<file path="src/hw/uart_pkg.sv">
// Shared constants, types and register map of the serial transceiver.
// Assumes one 250 MHz clock and a 32-bit classic Wishbone register bus.
package uart_pkg;
  // Register byte offsets
  localparam logic [7:0] OFS_MODE = 8'h00;
  localparam logic [7:0] OFS_STA = 8'h04;
  localparam logic [7:0] OFS_TXD = 8'h08;
  localparam logic [7:0] OFS_RXD = 8'h0c;
  localparam logic [7:0] OFS_BAUD = 8'h10;
  localparam logic [7:0] OFS_IRQ_STAT = 8'h14;
  localparam logic [7:0] OFS_IRQ_MASK = 8'h18;
  // Mode register fields
  localparam int MODE_HS = 3;
  localparam int MODE_PDS_LO = 1;
  localparam int MODE_STOP = 0;
  localparam logic [3:0] MODE_RST = 4'h0;
  // Status/control fields
  localparam int STA_BRK = 11;
  localparam int STA_TXEN = 10;
  localparam int STA_TXBF = 9;
  localparam int STA_TX_SHIFT_EMPTY = 8;
  localparam int STA_RX_IDLE_FLAG = 4;
  localparam int STA_PARITY_ERROR_FLAG = 3;
  localparam int STA_FRAMING_ERROR_FLAG = 2;
  localparam int STA_RX_OVERRUN_FLAG = 1;
  localparam int STA_RXDA = 0;
  localparam logic [15:0] STA_CTL_MASK = 16'he4e0;
  localparam logic [15:0] STA_CTL_RST = 16'h0000;
  // Parity/data encodings
  localparam logic [1:0] PDS_9N = 2'h3;
  localparam logic [1:0] PDS_8O = 2'h2;
  localparam logic [1:0] PDS_8E = 2'h1;
  // Ticks per bit, minus one
  localparam logic [3:0] TPB_HS_M1 = 4'h3;
  localparam logic [3:0] TPB_STD_M1 = 4'hf;
  // Break: start bit plus twelve zero bits, last index
  localparam logic [3:0] BRK_LAST = 4'hc;
  localparam logic [15:0] BAUD_RST = 16'h0000;
  // Interrupt status bits
  localparam int IRQ_W = 5;
  localparam int IRQ_RX = 0;
  localparam int IRQ_TXBUF = 1;
  localparam int IRQ_TXDONE = 2;
  localparam int IRQ_OVR = 3;
  localparam int IRQ_BRK = 4;
  localparam logic [IRQ_W-1:0] IRQ_RST = 5'h00;
  // Receive FIFO
  localparam int RXF_AW = 2;

  typedef struct packed {
    logic framing_error_flag;
    logic parity_error_flag;
    logic [8:0] data;
  } rx_entry_t;

  typedef enum logic [2:0] {
    TX_IDLE, TX_START, TX_DATA, TX_PAR, TX_STOP, TX_BRK
  } tx_state_t;

  typedef enum logic [2:0] {
    RX_IDLE, RX_START, RX_DATA, RX_PAR, RX_STOP
  } rx_state_t;
endpackage : uart_pkg

</file>
<file path="src/hw/baud_tick.sv">
// Baud rate divider: one-cycle tick every div_i+1 clocks.
// Assumes div_i is quasi-static; a change restarts at most one period.
`timescale 1ns/100ps
module baud_tick import uart_pkg::*; (
  // Clock and reset
  input wire logic clk_i,
  input wire logic rst_i,
  // Divisor and tick
  input wire logic [15:0] div_i,
  output logic tick_o
);
  logic [15:0] cnt_r;

  always_ff @(posedge clk_i) begin
    if (rst_i) begin
      cnt_r <= 16'h0000;
    end else if (cnt_r >= div_i) begin
      cnt_r <= 16'h0000;
    end else begin
      cnt_r <= cnt_r + 16'h0001;
    end
  end

  assign tick_o = (cnt_r >= div_i);
endmodule : baud_tick

</file>
<file path="src/hw/rx_fifo.sv">
// Receive FIFO memory with registered head word.
// Head is forwarded on a write into the slot about to be read.
`timescale 1ns/100ps
module rx_fifo import uart_pkg::*; (
  // Clock and reset
  input wire logic clk_i,
  input wire logic rst_i,
  input wire logic flush_i,
  // Write side
  input wire logic push_i,
  input wire rx_entry_t wdata_i,
  output logic full_o,
  // Read side
  input wire logic pop_i,
  output rx_entry_t q_o,
  output logic empty_o
);
  localparam int D = 1 << RXF_AW;
  rx_entry_t mem_r [D];
  logic [RXF_AW-1:0] wr_r;
  logic [RXF_AW-1:0] rd_r;
  logic [RXF_AW-1:0] rd_nxt;
  logic [RXF_AW:0] cnt_r;
  logic do_push;
  logic do_pop;

  assign full_o = (cnt_r == (RXF_AW+1)'(D));
  assign empty_o = (cnt_r == '0);
  assign do_push = push_i & ~full_o;
  assign do_pop = pop_i & ~empty_o;
  assign rd_nxt = do_pop ? rd_r + 1'b1 : rd_r;

  always_ff @(posedge clk_i) begin
    if (do_push) begin
      mem_r[wr_r] <= wdata_i;
    end
  end

  always_ff @(posedge clk_i) begin
    if (rst_i | flush_i) begin
      wr_r <= '0;
      rd_r <= '0;
      cnt_r <= '0;
    end else begin
      if (do_push) begin
        wr_r <= wr_r + 1'b1;
      end
      rd_r <= rd_nxt;
      cnt_r <= cnt_r + (RXF_AW+1)'(do_push) - (RXF_AW+1)'(do_pop);
    end
  end

  always_ff @(posedge clk_i) begin
    if (rst_i) begin
      q_o <= '0;
    end else if (do_push && wr_r == rd_nxt) begin
      q_o <= wdata_i;
    end else begin
      q_o <= mem_r[rd_nxt];
    end
  end
endmodule : rx_fifo

</file>
<file path="src/hw/uart_core.sv">
// Serial transceiver: framing, break, status and Wishbone registers.
// Assumes rx line synchronous to clk_i; classic Wishbone master.
// What this block does
// - High-speed select: 4 ticks, else 16
// - Field picks 9N, 8O, 8E, 8N formats
// - Stop select bit 0: two or one
// - Break: start, twelve zeros, stop; self-clearing
// - Status bit 12 reads zero, ignores writes
// - Shift-empty only when shifter and buffer empty
// - Parity error follows FIFO head character
// - Framing error follows FIFO head character
// - Overrun sets; clearing it flushes receiver
`timescale 1ns/100ps
module uart_core import uart_pkg::*; (
  // Clock and reset
  input wire logic clk_i,
  input wire logic rst_i,
  // Wishbone slave
  input wire logic cyc_i,
  input wire logic stb_i,
  input wire logic we_i,
  input wire logic [7:0] adr_i,
  input wire logic [3:0] sel_i,
  input wire logic [31:0] dat_i,
  output logic [31:0] dat_o,
  output logic ack_o,
  // Serial lines and interrupt
  input wire logic serial_rx_line_i,
  output logic serial_tx_line_o,
  output logic irq_o
);
  function automatic logic [15:0] merge16(input logic [15:0] old);
    merge16 = {sel_i[1] ? dat_i[15:8] : old[15:8],
               sel_i[0] ? dat_i[7:0] : old[7:0]};
  endfunction : merge16

  logic ack_r, req, wr, rd;
  logic [3:0] mode_r;
  logic [15:0] sta_ctl_r, sta_rd, baud_div_r;
  logic send_break_req_r, rx_overrun_flag_r;
  logic [IRQ_W-1:0] irq_stat_r, irq_mask_r, irq_ev;
  logic high_speed_baud_sel, stop_bits_sel, tx_enable_bit;
  logic [1:0] parity_data_sel;
  logic par_en, nine, tick;
  logic [3:0] tpb_m1, last_bit;

  assign high_speed_baud_sel = mode_r[MODE_HS];
  assign parity_data_sel = mode_r[MODE_PDS_LO +: 2];
  assign stop_bits_sel = mode_r[MODE_STOP];
  assign tx_enable_bit = sta_ctl_r[STA_TXEN];
  assign tpb_m1 = high_speed_baud_sel ? TPB_HS_M1 : TPB_STD_M1;
  assign nine = (parity_data_sel == PDS_9N);
  assign par_en = (parity_data_sel == PDS_8O) ||
                  (parity_data_sel == PDS_8E);
  assign last_bit = nine ? 4'h8 : 4'h7;

  baud_tick u_baud (
    .clk_i(clk_i),
    .rst_i(rst_i),
    .div_i(baud_div_r),
    .tick_o(tick)
  );

  // Bus: writes and pops happen on the acknowledged edge only
  assign req = cyc_i & stb_i;
  assign wr = req & ack_r & we_i;
  assign rd = req & ack_r & ~we_i;
  assign ack_o = ack_r;

  always_ff @(posedge clk_i) begin
    if (rst_i) begin
      ack_r <= 1'b0;
    end else begin
      ack_r <= req & ~ack_r;
    end
  end

  // Transmit buffer and shifter
  tx_state_t tx_st;
  logic [3:0] tx_tcnt_r, tx_bitn_r;
  logic [8:0] tx_buf_r, tx_sh_r;
  logic tx_full_r, tx_par_r, tx_stopn_r, tx_brk_frame_r, tx_end;
  logic tx_load, tx_done, brk_done, tx_shift_empty;

  assign tx_end = tick & (tx_tcnt_r == tpb_m1);
  assign tx_load = tx_enable_bit & (tx_st == TX_IDLE) & tx_full_r &
                   ~send_break_req_r;
  assign tx_done = tx_end & (tx_st == TX_STOP) &
                   ~(stop_bits_sel & ~tx_stopn_r & ~tx_brk_frame_r);
  assign brk_done = tx_done & tx_brk_frame_r;
  assign tx_shift_empty = ~tx_full_r & (tx_st == TX_IDLE);

  always_ff @(posedge clk_i) begin
    if (rst_i) begin
      tx_full_r <= 1'b0;
      tx_buf_r <= 9'h000;
    end else if (!tx_enable_bit) begin
      tx_full_r <= 1'b0;
    end else if (wr && adr_i == OFS_TXD && !tx_full_r && sel_i[0]) begin
      tx_full_r <= 1'b1;
      tx_buf_r <= dat_i[8:0];
    end else if (tx_load) begin
      tx_full_r <= 1'b0;
    end
  end

  always_ff @(posedge clk_i) begin
    if (rst_i || !tx_enable_bit) begin
      tx_st <= TX_IDLE;
      tx_tcnt_r <= 4'h0;
      tx_bitn_r <= 4'h0;
      tx_sh_r <= 9'h000;
      tx_par_r <= 1'b0;
      tx_stopn_r <= 1'b0;
      tx_brk_frame_r <= 1'b0;
    end else begin
      if (tx_st == TX_IDLE) begin
        tx_tcnt_r <= 4'h0;
      end else if (tick) begin
        tx_tcnt_r <= (tx_tcnt_r == tpb_m1) ? 4'h0 : tx_tcnt_r + 4'h1;
      end
      case (tx_st)
        TX_IDLE: begin
          tx_bitn_r <= 4'h0;
          tx_stopn_r <= 1'b0;
          tx_brk_frame_r <= 1'b0;
          if (send_break_req_r) begin
            tx_st <= TX_BRK;
          end else if (tx_full_r) begin
            tx_st <= TX_START;
            tx_sh_r <= tx_buf_r;
            tx_par_r <= (parity_data_sel == PDS_8O) ? ~^tx_buf_r[7:0]
                                                     : ^tx_buf_r[7:0];
          end
        end
        TX_START: begin
          if (tx_end) begin
            tx_st <= TX_DATA;
          end
        end
        TX_DATA: begin
          if (tx_end) begin
            tx_sh_r <= {1'b0, tx_sh_r[8:1]};
            tx_bitn_r <= tx_bitn_r + 4'h1;
            if (tx_bitn_r == last_bit) begin
              tx_st <= par_en ? TX_PAR : TX_STOP;
            end
          end
        end
        TX_PAR: begin
          if (tx_end) begin
            tx_st <= TX_STOP;
          end
        end
        TX_STOP: begin
          if (tx_done) begin
            tx_st <= TX_IDLE;
          end else if (tx_end) begin
            tx_stopn_r <= 1'b1;
          end
        end
        TX_BRK: begin
          if (tx_end) begin
            tx_bitn_r <= tx_bitn_r + 4'h1;
            if (tx_bitn_r == BRK_LAST) begin
              tx_st <= TX_STOP;
              tx_brk_frame_r <= 1'b1;
            end
          end
        end
        default: tx_st <= TX_IDLE;
      endcase
    end
  end

  always_ff @(posedge clk_i) begin
    if (rst_i) begin
      serial_tx_line_o <= 1'b1;
    end else begin
      case (tx_st)
        TX_START: serial_tx_line_o <= 1'b0;
        TX_BRK: serial_tx_line_o <= 1'b0;
        TX_DATA: serial_tx_line_o <= tx_sh_r[0];
        TX_PAR: serial_tx_line_o <= tx_par_r;
        default: serial_tx_line_o <= 1'b1;
      endcase
    end
  end

  // Receiver
  rx_state_t rx_st;
  logic [3:0] rx_tcnt_r, rx_bitn_r;
  logic [8:0] rx_sh_r;
  logic rx_parity_error_flag_r, rx_end, rx_push, rx_full, rx_empty, rx_overrun_flag_clr;
  rx_entry_t rx_entry, rx_head;

  assign rx_end = tick & (rx_tcnt_r == tpb_m1);
  assign rx_push = (rx_st == RX_STOP) & rx_end;
  assign rx_entry.data = nine ? rx_sh_r : {1'b0, rx_sh_r[8:1]};
  assign rx_entry.parity_error_flag = rx_parity_error_flag_r;
  assign rx_entry.framing_error_flag = ~serial_rx_line_i;
  assign rx_overrun_flag_clr = wr & (adr_i == OFS_STA) & sel_i[0] &
                    ~dat_i[STA_RX_OVERRUN_FLAG] & rx_overrun_flag_r;

  always_ff @(posedge clk_i) begin
    if (rst_i || rx_overrun_flag_clr) begin
      rx_st <= RX_IDLE;
      rx_tcnt_r <= 4'h0;
      rx_bitn_r <= 4'h0;
      rx_sh_r <= 9'h000;
      rx_parity_error_flag_r <= 1'b0;
    end else begin
      if (tick) begin
        rx_tcnt_r <= (rx_tcnt_r == tpb_m1) ? 4'h0 : rx_tcnt_r + 4'h1;
      end
      case (rx_st)
        RX_IDLE: begin
          rx_tcnt_r <= 4'h0;
          rx_bitn_r <= 4'h0;
          rx_parity_error_flag_r <= 1'b0;
          // Hold off while overrun stands
          if (!serial_rx_line_i && !rx_overrun_flag_r) begin
            rx_st <= RX_START;
          end
        end
        RX_START: begin
          if (tick && rx_tcnt_r == {1'b0, tpb_m1[3:1]}) begin
            rx_tcnt_r <= 4'h0;
            rx_st <= serial_rx_line_i ? RX_IDLE : RX_DATA;
          end
        end
        RX_DATA: begin
          if (rx_end) begin
            rx_sh_r <= {serial_rx_line_i, rx_sh_r[8:1]};
            rx_bitn_r <= rx_bitn_r + 4'h1;
            if (rx_bitn_r == last_bit) begin
              rx_st <= par_en ? RX_PAR : RX_STOP;
            end
          end
        end
        RX_PAR: begin
          if (rx_end) begin
            rx_parity_error_flag_r <= serial_rx_line_i ^ ((parity_data_sel == PDS_8O) ?
                         ~^rx_sh_r[8:1] : ^rx_sh_r[8:1]);
            rx_st <= RX_STOP;
          end
        end
        RX_STOP: begin
          if (rx_end) begin
            rx_st <= RX_IDLE;
          end
        end
        default: rx_st <= RX_IDLE;
      endcase
    end
  end

  rx_fifo u_rxf (
    .clk_i(clk_i),
    .rst_i(rst_i),
    .flush_i(rx_overrun_flag_clr),
    .push_i(rx_push),
    .wdata_i(rx_entry),
    .full_o(rx_full),
    .pop_i(rd && adr_i == OFS_RXD),
    .q_o(rx_head),
    .empty_o(rx_empty)
  );

  always_ff @(posedge clk_i) begin
    if (rst_i) begin
      rx_overrun_flag_r <= 1'b0;
    end else if (rx_push && rx_full) begin
      rx_overrun_flag_r <= 1'b1;
    end else if (rx_overrun_flag_clr) begin
      rx_overrun_flag_r <= 1'b0;
    end
  end

  // Control registers
  always_ff @(posedge clk_i) begin
    if (rst_i) begin
      mode_r <= MODE_RST;
      sta_ctl_r <= STA_CTL_RST;
      baud_div_r <= BAUD_RST;
      irq_mask_r <= IRQ_RST;
    end else if (wr) begin
      case (adr_i)
        OFS_MODE: mode_r <= 4'(merge16({12'h000, mode_r}));
        OFS_STA: sta_ctl_r <= merge16(sta_ctl_r) & STA_CTL_MASK;
        OFS_BAUD: baud_div_r <= merge16(baud_div_r);
        OFS_IRQ_MASK: irq_mask_r <= sel_i[0] ? dat_i[IRQ_W-1:0]
                                             : irq_mask_r;
        default: ;
      endcase
    end
  end

  // Break request: a new request wins over the hardware clear
  always_ff @(posedge clk_i) begin
    if (rst_i || !tx_enable_bit) begin
      send_break_req_r <= 1'b0;
    end else if (wr && adr_i == OFS_STA && sel_i[1]) begin
      send_break_req_r <= dat_i[STA_BRK];
    end else if (brk_done) begin
      send_break_req_r <= 1'b0;
    end
  end

  always_comb begin
    sta_rd = sta_ctl_r;
    sta_rd[STA_BRK] = send_break_req_r;
    sta_rd[STA_TXBF] = tx_full_r;
    sta_rd[STA_TX_SHIFT_EMPTY] = tx_shift_empty;
    sta_rd[STA_RX_IDLE_FLAG] = (rx_st == RX_IDLE);
    sta_rd[STA_PARITY_ERROR_FLAG] = rx_head.parity_error_flag & ~rx_empty;
    sta_rd[STA_FRAMING_ERROR_FLAG] = rx_head.framing_error_flag & ~rx_empty;
    sta_rd[STA_RX_OVERRUN_FLAG] = rx_overrun_flag_r;
    sta_rd[STA_RXDA] = ~rx_empty;
  end

  // Interrupts: events win over a write-one clear
  assign irq_ev[IRQ_RX] = rx_push & ~rx_full;
  assign irq_ev[IRQ_TXBUF] = tx_load;
  assign irq_ev[IRQ_TXDONE] = tx_done & ~tx_brk_frame_r;
  assign irq_ev[IRQ_OVR] = rx_push & rx_full;
  assign irq_ev[IRQ_BRK] = brk_done;

  always_ff @(posedge clk_i) begin
    if (rst_i) begin
      irq_stat_r <= IRQ_RST;
    end else if (wr && adr_i == OFS_IRQ_STAT && sel_i[0]) begin
      irq_stat_r <= (irq_stat_r & ~dat_i[IRQ_W-1:0]) | irq_ev;
    end else begin
      irq_stat_r <= irq_stat_r | irq_ev;
    end
  end

  assign irq_o = |(irq_stat_r & irq_mask_r);

  always_ff @(posedge clk_i) begin
    if (rst_i) begin
      dat_o <= 32'h0000_0000;
    end else if (req && !ack_r) begin
      case (adr_i)
        OFS_MODE: dat_o <= {28'h0000000, mode_r};
        OFS_STA: dat_o <= {16'h0000, sta_rd};
        OFS_RXD: dat_o <= {23'h000000, rx_head.data};
        OFS_BAUD: dat_o <= {16'h0000, baud_div_r};
        OFS_IRQ_STAT: dat_o <= {27'h0000000, irq_stat_r};
        OFS_IRQ_MASK: dat_o <= {27'h0000000, irq_mask_r};
        default: dat_o <= 32'h0000_0000;
      endcase
    end
  end
endmodule : uart_core

</file>
<file path="config.mk">
export PLATFORM = sky130hd
export DESIGN_NAME = uart_core
export DESIGN_NICKNAME = d
export VERILOG_FILES = /design/src/hw/uart_pkg.sv /design/src/hw/baud_tick.sv /design/src/hw/rx_fifo.sv /design/src/hw/uart_core.sv
export SDC_FILE = /design/constraint.sdc
export NUM_CORES = 1
export LEC_CHECK = 0
export ABC_AREA = 1
export BUFFER_PORTS_ARGS = -buffer_cell sky130_fd_sc_hd__buf_2
export CAP_MARGIN = 20
export CORE_UTILIZATION = 50
export DETAILED_ROUTE_END_ITERATION = 8
export PLACE_DENSITY = 0.73
export SLEW_MARGIN = 10
export SYNTH_ARGS = -nofsm -noshare
export SYNTH_HDL_FRONTEND = slang
export SYNTH_SLANG_ARGS = --single-unit
</file>
<file path="constraint.sdc">
create_clock -name clk_i -period 3.6 [get_ports clk_i]
set_input_delay 0.9 -clock clk_i [delete_from_list [all_inputs] [get_ports clk_i]]
set_output_delay 0.9 -clock clk_i [all_outputs]
set_load 0.02 [all_outputs]
</file>
# --- Word level (Yosys, flattened, before mapping) ---
# Memory sizes are Yosys's and may differ from the RTL's. A register that Yosys moved wholly into a read port is not among the register bits.
# Index checks and enable logic that the tools add are counted.
totals:
  register_bits: 150
  ramBits: 44
  input_bits: 50
  out_inout_bits: 35
  elab_cells: 248
  n_memories: 1
memory_table:
  columns: ["name", "words", "width", "read_ports", "rd_clocked_by_memory_dff", "write_ports", "line", "source"]
  rows:
  - ["u_rxf.mem_r", 4, 11, 1, 1, 1, "rx_fifo.sv:19", "rx_entry_t mem_r [D];"]
op_classes:
  add_sub_neg: 9
  order_cmp: 1
  eq_ne: 44
  muxes: 57
  bitwise_logic: 46
  n_reduce_logical: 60
op_table:
  columns: ["cell", "n"]
  rows:
  - ["$pmux 16 s6", 1]
  - ["$mux 3", 16]
  - ["$mux 9", 4]
  - ["$mux 4", 8]
  - ["$ne 2x2->1 const B", 16]
  - ["$and 1x1->1", 27]
  - ["$reduce_and 3->1", 9]
  - ["$eq 8x5->1 const B", 3]
  - ["$pmux 4 s2", 3]
  - ["$pmux 3 s6", 1]
  - ["$pmux 9 s2", 1]
  - ["$reduce_bool 2->1", 9]
  - ["$add 16x1->16 const B", 1]
  - ["$add 4x1->4 const B", 4]
  - ["$eq 4x4->1", 4]
  - ["$eq 8x4->1 const B", 2]
  - ["$ge 16x16->1", 1]
  - ["$reduce_xnor 8->1", 2]
  - ["$reduce_xor 8->1", 2]
  - ["$mux 1", 15]
  - ["$pmux 3 s5", 1]
  - ["$eq 3x2->1 const B", 4]
  - ["$eq 3x3->1 const B", 4]
  - ["$logic_and 1x1->1", 12]
  - ["31 further kinds", 67]

# --- Logic depth before layout (Yosys ltp) ---
# Gate-level depths: netlist of run 1.
logic_depth:
  ltp_word: 9
  mapped_depth: 20

# --- Cells and area by module ---
# A second synthesis of run 1 with hierarchy kept.
unflattened:
  cells_unflattened: 1346
  area_unflattened_um2: 9952.0
by_module_without_submodules:
  columns: ["module", "n_inst", "cells_per_inst", "area_each_um2", "seq_area_each_um2"]
  rows:
  - ["uart_core", 1, 887, 5821.8, 2222.1]
  - ["rx_fifo", 1, 297, 2949.1, 1681.6]
  - ["baud_tick", 1, 162, 1181.1, 320.3]

# --- Least setup slack after synthesis of run 1 ---
# No wires, ideal clock.
synth_timing:
  path_type: "in2reg"
  startpoint: "input port adr_i[1]"
  endpoint: "register u_rxf.cnt_r[2]"
  arrival_ps: 2775
  slack_ps: 710
  path_stages: 13
  n_path_buf: 1
  cell_sequence: "nor2_2 nand3_1 nor2_4 clkbuf_1 and3_1 ha_1 inv_1 ha_1 inv_1 fa_1 xor2_1 inv_1 nor2_1"
synth_between:
  elab_chain_cells: 6
  elab_cells_between_ends: 10
  cone_classes: "1 x add/sub; 2 x eq/ne; 6 x bitwise; 1 x reduce/logical"
synth_rtl:
  columns: ["item", "line", "source"]
  rows:
  - ["start, declared", "uart_core.sv:22", "input wire logic [7:0] adr_i,"]
  - ["$eq 8x3->1", "uart_core.sv:202", "assign rx_overrun_flag_clr = wr & (adr_i == OFS_STA) & sel_i[0] &"]
  - ["$and 1x1->1 (3 in a row)", "uart_core.sv:202", null]
  - ["$and 1x1->1", "uart_core.sv:203", "~dat_i[STA_RX_OVERRUN_FLAG] & rx_overrun_flag_r;"]
  - ["$or 1x1->1", "rx_fifo.sv:40", "if (rst_i | flush_i) begin"]
  - ["end signal, assigned", "rx_fifo.sv:49", "cnt_r <= cnt_r + (RXF_AW+1)'(do_push) - (RXF_AW+1)'(do_pop);"]
  - ["end, declared", "rx_fifo.sv:23", "logic [RXF_AW:0] cnt_r;"]
# Parallel ways exist; a longest one is shown, timed or not.
# A chain may end at the register's enable or synchronous reset.

# --- Worst setup path in the final report of run 1 ---
layout_timing:
  startpoint: "register baud_div_r[5]"
  endpoint: "register u_rxf.cnt_r[2]"
layout_between:
  elab_chain_cells: 6
layout_rtl:
  columns: ["item", "line", "source"]
  rows:
  - ["start, declared", "uart_core.sv:39", "logic [15:0] sta_ctl_r, sta_rd, baud_div_r;"]
  - ["start signal, assigned", "uart_core.sv:291", "OFS_BAUD: baud_div_r <= merge16(baud_div_r);"]
  - ["$ge 16x16->1", "baud_tick.sv:24", "assign tick_o = (cnt_r >= div_i);"]
  - ["$and 1x1->1", "uart_core.sv:197", "assign rx_end = tick & (rx_tcnt_r == tpb_m1);"]
  - ["$and 1x1->1", "uart_core.sv:198", "assign rx_push = (rx_st == RX_STOP) & rx_end;"]
  - ["$and 1x1->1", "rx_fifo.sv:29", "assign do_push = push_i & ~full_o;"]
  - ["$add 3x1->3", "rx_fifo.sv:49", null]
  - ["$sub 3x1->3", "rx_fifo.sv:49", null]
# No other way between the ends.

==> flow_summary.json, run 1 <==
{
  "clkSinkCount": 189,
  "overflow": 0,
  "timing.rr.end": "u_rxf.cnt_r[2]$_SDFF_PP0_",
  "grt_pass1_wl_um": 35990,
  "post-place-ws_ns": 0.3841,
  "synth.most_common_cell": "nand2_1",
  "worstPathArrival_ns": 3.15,
  "fin_util": 0.5733,
  "cp.depth": 19,
  "drive_above_1_share": 0.1061,
  "clkTransAtPathRegs_ns": 0.07,
  "synth_compound_gate_area_share": 0.1444,
  "holdWs_ns": 0.4562,
  "final_area_um2": 10370,
  "fin_ws_ns": 0.8094,
  "fp.dieH_um": 138.3,
  "setup_viol": 0,
  "period_share": 0.7752,
  "muxShareOfSynthArea": 0,
  "dr_total_vias": 7941,
  "antenna_cells": 0,
  "p_leak_nw": 4.238,
  "outcome": "finished, violations left",
  "start_util": 0.5137,
  "clockBufferDepth": 2,
  "row_count": 49,
  "grtUsageTotal": 0.2347,
  "slew_headroom": 0.4769,
  "r2r-start": "baud_div_r[5]$_SDFFE_PP0P_",
  "synth_top_area_cell": "dfxtp_1",
  "synth_common_cells": "250 x nand2_1, 145 x dfxtp_1, 144 x nor2_1",
  "finalClockSkew_ns": 0.01575,
  "r2r_slack_ns": 0.81,
  "total_power_mw": 4.487,
  "die_area_um2": 19130,
  "vias_per_cell": 5.255,
  "routed_wl_um": 21460,
  "grt_setup_unrepaired": "false",
  "drt-initial-drc-count": 570,
  "fmax_mhz": 358.4,
  "worst-endpoint-required_ns": 3.96,
  "crit_end": "u_rxf.cnt_r[2]$_SDFF_PP0_",
  "path_max_fanout": 14,
  "endpoint_kind": "flip-flop",
  "netlist_instances": 1219,
  "syn_to_final_growth_pct": 11.61,
  "hold_violations": 0,
  "die_w_um": 138.3,
  "cts_tree": "built",
  "setup_tns_ns": 0,
  "antenna_found_initial": 0,
  "final_cell_count_no_fill": 1511,
  "maxCapViolCount": 0,
  "ant_nets": 0,
  "vdd_drop_max_v": 0.0003053,
  "synth_edf_count": 44,
  "slew_violations": 0,
  "fin_crit_ns": 2.791,
  "power_density_nw_per_um2": 432.7,
  "drc": 16,
  "synthXorXnorAreaFrac": 0.02828,
  "grt_max_degree": 35,
  "cts_setup_buffers": 0,
  "critPathSlowestCell": "fa_1",
  "ys_seq_area_frac": 0.4547,
  "ys.flop_type": "dfxtp_1",
  "coreArea_um2": 18090,
  "synth_top_family_by_area": "simple AND/OR/NAND/NOR gates",
  "setup.worst_path.start_class": "flip-flop",
  "yosys.area_share.simple": 0.2376,
  "cts_max_level": 4,
  "dp_hpwl_um": 15430,
  "hp-class": "flip-flop to flip-flop",
  "wl_per_cell_um": 14.21,
  "hold_buffers": 0,
  "synth_warnings": 0,
  "syn_avg_cell_area_um2": 7.621,
  "cp-startpoint": "baud_div_r[5]$_SDFFE_PP0P_",
  "ctsResizeCount": 0,
  "place.gp.congestion": 0.9079,
  "synth_area_leaders": "dfxtp_1 31%, edfxtp_1 14%, nand2_1 10%",
  "ys_async_sr_fraction": 0,
  "critPathTopFamily": "simple AND/OR/NAND/NOR gates",
  "violations": "design-rule violations",
  "dpl_cell_area_um2": 9744,
  "cts_buffers": 17,
  "yosysTopAreaCellShare": 0.3125,
  "grt_pass1_vias": 7414,
  "tightest_slew_ns": 0.7817,
  "nets": 1350,
  "synthDistinctLibCells": 48,
  "insertion_delay_ns": 0.44,
  "root_buffer": "clkbuf_16",
  "ys_seq_elements": 189,
  "rr_worst_depth": 19,
  "critical_path_class": "flip-flop to flip-flop",
  "placed_cells": 1479,
  "io_pins": 85,
  "critPathBufInv": 5,
  "crit_chain": "inv_1 -> ha_1 -> nand2_1 -> inv_1 -> nand2_1 -> nor2_1 -> nor2_1 -> nand2_1 -> nand2_1 -> nand2_2 -> nand3_1 -> nor2_2 -> buf_4 -> ha_1 -> inv_1 -> fa_1 -> xor2_1 -> inv_1 -> nor2_1",
  "synthesis.area_um2": 9290,
  "synth_adder_area_share": 0.04256,
  "portBuffers": 50,
  "first_pass_iters": 7,
  "critPathMaxStageDelay_ns": 0.38
}
cell usage in the layout, fill, tap and decap left out, types with 3 or more instances in the layout:
| cell | Yosys | final |
|---|---|---|
| or2_2 | 3 | 3 |
| xnor2_1 | 13 | 13 |
| edfxtp_1 | 44 | 44 |
| inv_2 | 8 | 8 |
| o22ai_1 | 3 | 3 |
| a21oi_1 | 101 | 101 |
| nor3_1 | 12 | 12 |
| conb_1 | 1 | 16 |
| nor2_2 | 7 | 7 |
| nand2_1 | 250 | 250 |
| nand4_1 | 10 | 10 |
| o21ai_1 | 30 | 30 |
| buf_4 | 19 | 20 |
| nand2_2 | 5 | 5 |
| o21ai_0 | 78 | 78 |
| nor3b_1 | 4 | 4 |
| inv_6 | 0 | 3 |
| buf_2 | 12 | 50 |
| nand3_1 | 65 | 65 |
| clkinv_4 | 0 | 3 |
| nor2_4 | 3 | 3 |
| a211oi_1 | 22 | 22 |
| clkbuf_16 | 0 | 19 |
| xor2_1 | 17 | 17 |
| inv_1 | 142 | 142 |
| nor2_1 | 144 | 144 |
| o211ai_1 | 5 | 5 |
| dfxtp_1 | 145 | 145 |
| ha_1 | 30 | 30 |
how the worst min path moves through the flow:
stage	startpoint	to	slack (ns)	cells after the start
global placement	rx_sh_r[0]$_SDFFE_PP0P_	rx_sh_r[0]$_SDFFE_PP0P_	0.44	2
global route	dat_o[4]$_SDFFE_PP0P_	dat_o[4]$_SDFFE_PP0P_	0.48	2
detailed placement	rx_sh_r[0]$_SDFFE_PP0P_	rx_sh_r[0]$_SDFFE_PP0P_	0.45	2
finish	rx_sh_r[0]$_SDFFE_PP0P_	rx_sh_r[0]$_SDFFE_PP0P_	0.46	2
floorplan	tx_buf_r[8]$_SDFFE_PP0P_	tx_buf_r[8]$_SDFFE_PP0P_	0.42	2
CTS	rx_sh_r[0]$_SDFFE_PP0P_	rx_sh_r[0]$_SDFFE_PP0P_	0.46	2
worst min-delay path, stage by stage, from the launching register on:
cell	delay [ns]
dfxtp_1	0.30
inv_1	0.06
a21oi_1	0.05
state kept, by name (all words and copies together) (netlist names), 5 cells and up:
register and flops:
u_baud.cnt_r 16, rx_sh_r 9, baud_div_r 16, dat_o 16
sta_ctl_r 7, irq_stat_r 5, u_rxf.q_o 11, irq_mask_r 5
tx_sh_r 9, u_rxf.mem_r 44, tx_buf_r 9
power by group:
group,internal (mW),switching [mW],total (mW)
registers,2.20,0.0382,2.24
logic,0.0938,0.207,0.300
clock network,1.11,0.844,1.95
total,3.40,1.09,4.49
cells by family (layout without fill, tap and decap cells):
family | count (synthesis) | after routing
fa+ha+maj | 31 | 31
buf+inv | 205 | 253
compound gates | 248 | 248
xor+xnor | 30 | 30
other cells | 1 | 16
simple gates | 515 | 515
flops | 189 | 189
routing by layer:
layer | GRT usage | part of all wire | vias up
met4 | 0.09817 | 0.024 | 0
met2 | 0.3764 | 0.45 | 240
li1 | - | - | 4055
met1 | 0.3123 | 0.47 | 3609
met5 | 0 | 0 | -
met3 | 0.04226 | 0.054 | 37
final cells by class:
type,instances,area (µm²)
multi-input cells,840,4267
flip-flops and latches,189,4224
inverters,151,566.8
well taps,229,286.5
clock inverters,12,135.1
fillers,1656,7717
repair buffers,70,400.4
clock buffers,20,489.2
No activity file was read; power rests on OpenSTA's default activity.
==> run 2, diff against run 1 <==
Clock period 3.6 ns to 2.9 ns, I/O delays scaled along.
==> flow_summary.json, run 2 (synthesis gave the netlist of run 1 again) <==
{
  "outcome": "finished, violations left",
  "violations": "design-rule violations",
  "p_leak_nw": 4.285,
  "finalClockSkew_ns": 0.01372,
  "overflow": 0,
  "final_cell_count_no_fill": 1520,
  "drive_above_1_share": 0.1123,
  "worstPathArrival_ns": 2.88,
  "clkSinkCount": 189,
  "ctsResizeCount": 0,
  "routed_wl_um": 21550,
  "crit_end": "u_baud.cnt_r[4]$_SDFF_PP0_",
  "tightest_slew_ns": 0.6002,
  "cts_max_level": 4,
  "path_max_fanout": 15,
  "drc": 16,
  "portBuffers": 50,
  "slew_headroom": 0.5989,
  "power_density_nw_per_um2": 535.3,
  "critical_path_class": "flip-flop to flip-flop",
  "antenna_found_initial": 0,
  "vias_per_cell": 5.276,
  "setup_tns_ns": 0,
  "clockBufferDepth": 2,
  "grtUsageTotal": 0.2338,
  "grt_max_degree": 36,
  "fp.dieH_um": 138.3,
  "drt-initial-drc-count": 543,
  "wl_per_cell_um": 14.18,
  "insertion_delay_ns": 0.44,
  "nets": 1359,
  "dp_hpwl_um": 15570,
  "syn_to_final_growth_pct": 12.40,
  "worst-endpoint-required_ns": 3.25,
  "ant_nets": 0,
  "r2r-start": "u_baud.cnt_r[11]$_SDFF_PP0_",
  "hold_violations": 0,
  "hold_buffers": 0,
  "endpoint_kind": "flip-flop",
  "maxCapViolCount": 0,
  "die_area_um2": 19130,
  "cts_tree": "built",
  "placed_cells": 1488,
  "rr_worst_depth": 9,
  "vdd_drop_max_v": 0.0003547,
  "timing.rr.end": "u_baud.cnt_r[4]$_SDFF_PP0_",
  "io_pins": 85,
  "hp-class": "flip-flop to flip-flop",
  "final_common_cell": "nand2_1",
  "period_share": 0.8734,
  "setup_viol": 0,
  "clkTransAtPathRegs_ns": 0.08,
  "r2r_slack_ns": 0.37,
  "grt_setup_unrepaired": "false",
  "start_util": 0.5137,
  "cts_buffers": 17,
  "dr_total_vias": 8019,
  "slew_violations": 0,
  "coreArea_um2": 18090,
  "largest_reg_flops": 44,
  "cts_setup_buffers": 0,
  "row_count": 49,
  "fin_crit_ns": 2.533,
  "grt_pass1_wl_um": 35820,
  "first_pass_iters": 7,
  "fmax_mhz": 394.8,
  "setup.worst_path.start_class": "flip-flop",
  "cp-startpoint": "u_baud.cnt_r[11]$_SDFF_PP0_",
  "final_cell_mix": "250 x nand2_1, 145 x dfxtp_1, 144 x nor2_1",
  "grt_pass1_vias": 7384,
  "root_buffer": "clkbuf_16",
  "antenna_cells": 0,
  "place.gp.congestion": 0.8969,
  "top_register": "u_rxf.mem_r",
  "die_w_um": 138.3,
  "fin_util": 0.5774
}
## run 2: cell types whose count changed in the layout (fill, tap and decap cells not counted), sizes merged
cell,previous run,this run
buf,70,79
inv,155,156
bufinv,2,1
clkinv,5,6
clkinvlp,1,0
## run 2: final cells by class
| class | instances | area [µm²] |
|---|---|---|
| inverters | 151 | 566.8 |
| clock buffers | 20 | 489.2 |
| clock inverters | 12 | 141.4 |
| well taps | 229 | 286.5 |
| fillers | 1630 | 7644 |
| multi-input cells | 840 | 4267 |
| flip-flops and latches | 189 | 4224 |
| repair buffers | 79 | 467.9 |
## run 2: worst max-delay path, cell delays in order, from the launching register on
cell     delay, ns
dfxtp_1       0.44
ha_1          0.31
a21oi_1       0.12
o21ai_0       0.11
a21oi_1       0.22
nand2_2       0.15
buf_4         0.21
inv_1         0.17
nand2_1       0.39
nor3b_1       0.31
## run 2: worst min-delay path by stage
| stage | startpoint | to | slack, ns | cells past startpoint |
|---|---|---|---|---|
| after floorplan | tx_buf_r[8]$_SDFFE_PP0P_ | tx_buf_r[8]$_SDFFE_PP0P_ | 0.42 | 2 |
| after global placement | rx_sh_r[0]$_SDFFE_PP0P_ | rx_sh_r[0]$_SDFFE_PP0P_ | 0.44 | 2 |
| after detailed placement | rx_sh_r[0]$_SDFFE_PP0P_ | rx_sh_r[0]$_SDFFE_PP0P_ | 0.45 | 2 |
| after CTS | rx_sh_r[0]$_SDFFE_PP0P_ | rx_sh_r[0]$_SDFFE_PP0P_ | 0.46 | 2 |
| after global routing | rx_sh_r[0]$_SDFFE_PP0P_ | rx_sh_r[0]$_SDFFE_PP0P_ | 0.47 | 2 |
| final | rx_sh_r[0]$_SDFFE_PP0P_ | rx_sh_r[0]$_SDFFE_PP0P_ | 0.46 | 2 |
## run 2: layer usage
metal	global-route usage	vias to the layer above	share of wire
li1	-	4071	-
met1	0.3184	3671	0.47
met2	0.3759	235	0.46
met3	0.03464	42	0.048
met4	0.08989	0	0.023
met5	0	-	0
## run 2: where the power goes
part           leakage, nW  internal [mW]  switching, mW  total [mW]
combinational         2.46          0.120          0.260       0.380
clock                0.311           1.35           1.09        2.44
sequential            1.52           2.73         0.0445        2.77
total                 4.28           4.20           1.39        5.59
## run 2: through the flow
| step | hold slack [ns] | power, mW | worst slack, ns | instance area, µm² |
|---|---|---|---|---|
| detailed placement | 0.4457 | 3.206 | 0.2245 | 9812 |
| CTS | 0.4558 | 5.625 | 0.4052 | 10440 |
| floorplan | 0.4248 | 3.110 | 0.1847 | 9346 |
| finish | 0.4574 | 5.590 | 0.3671 | 10440 |
| global route | 0.4659 | 5.763 | 0.1743 | 10440 |
| global placement | 0.4386 | 3.202 | 0.2321 | 9812 |
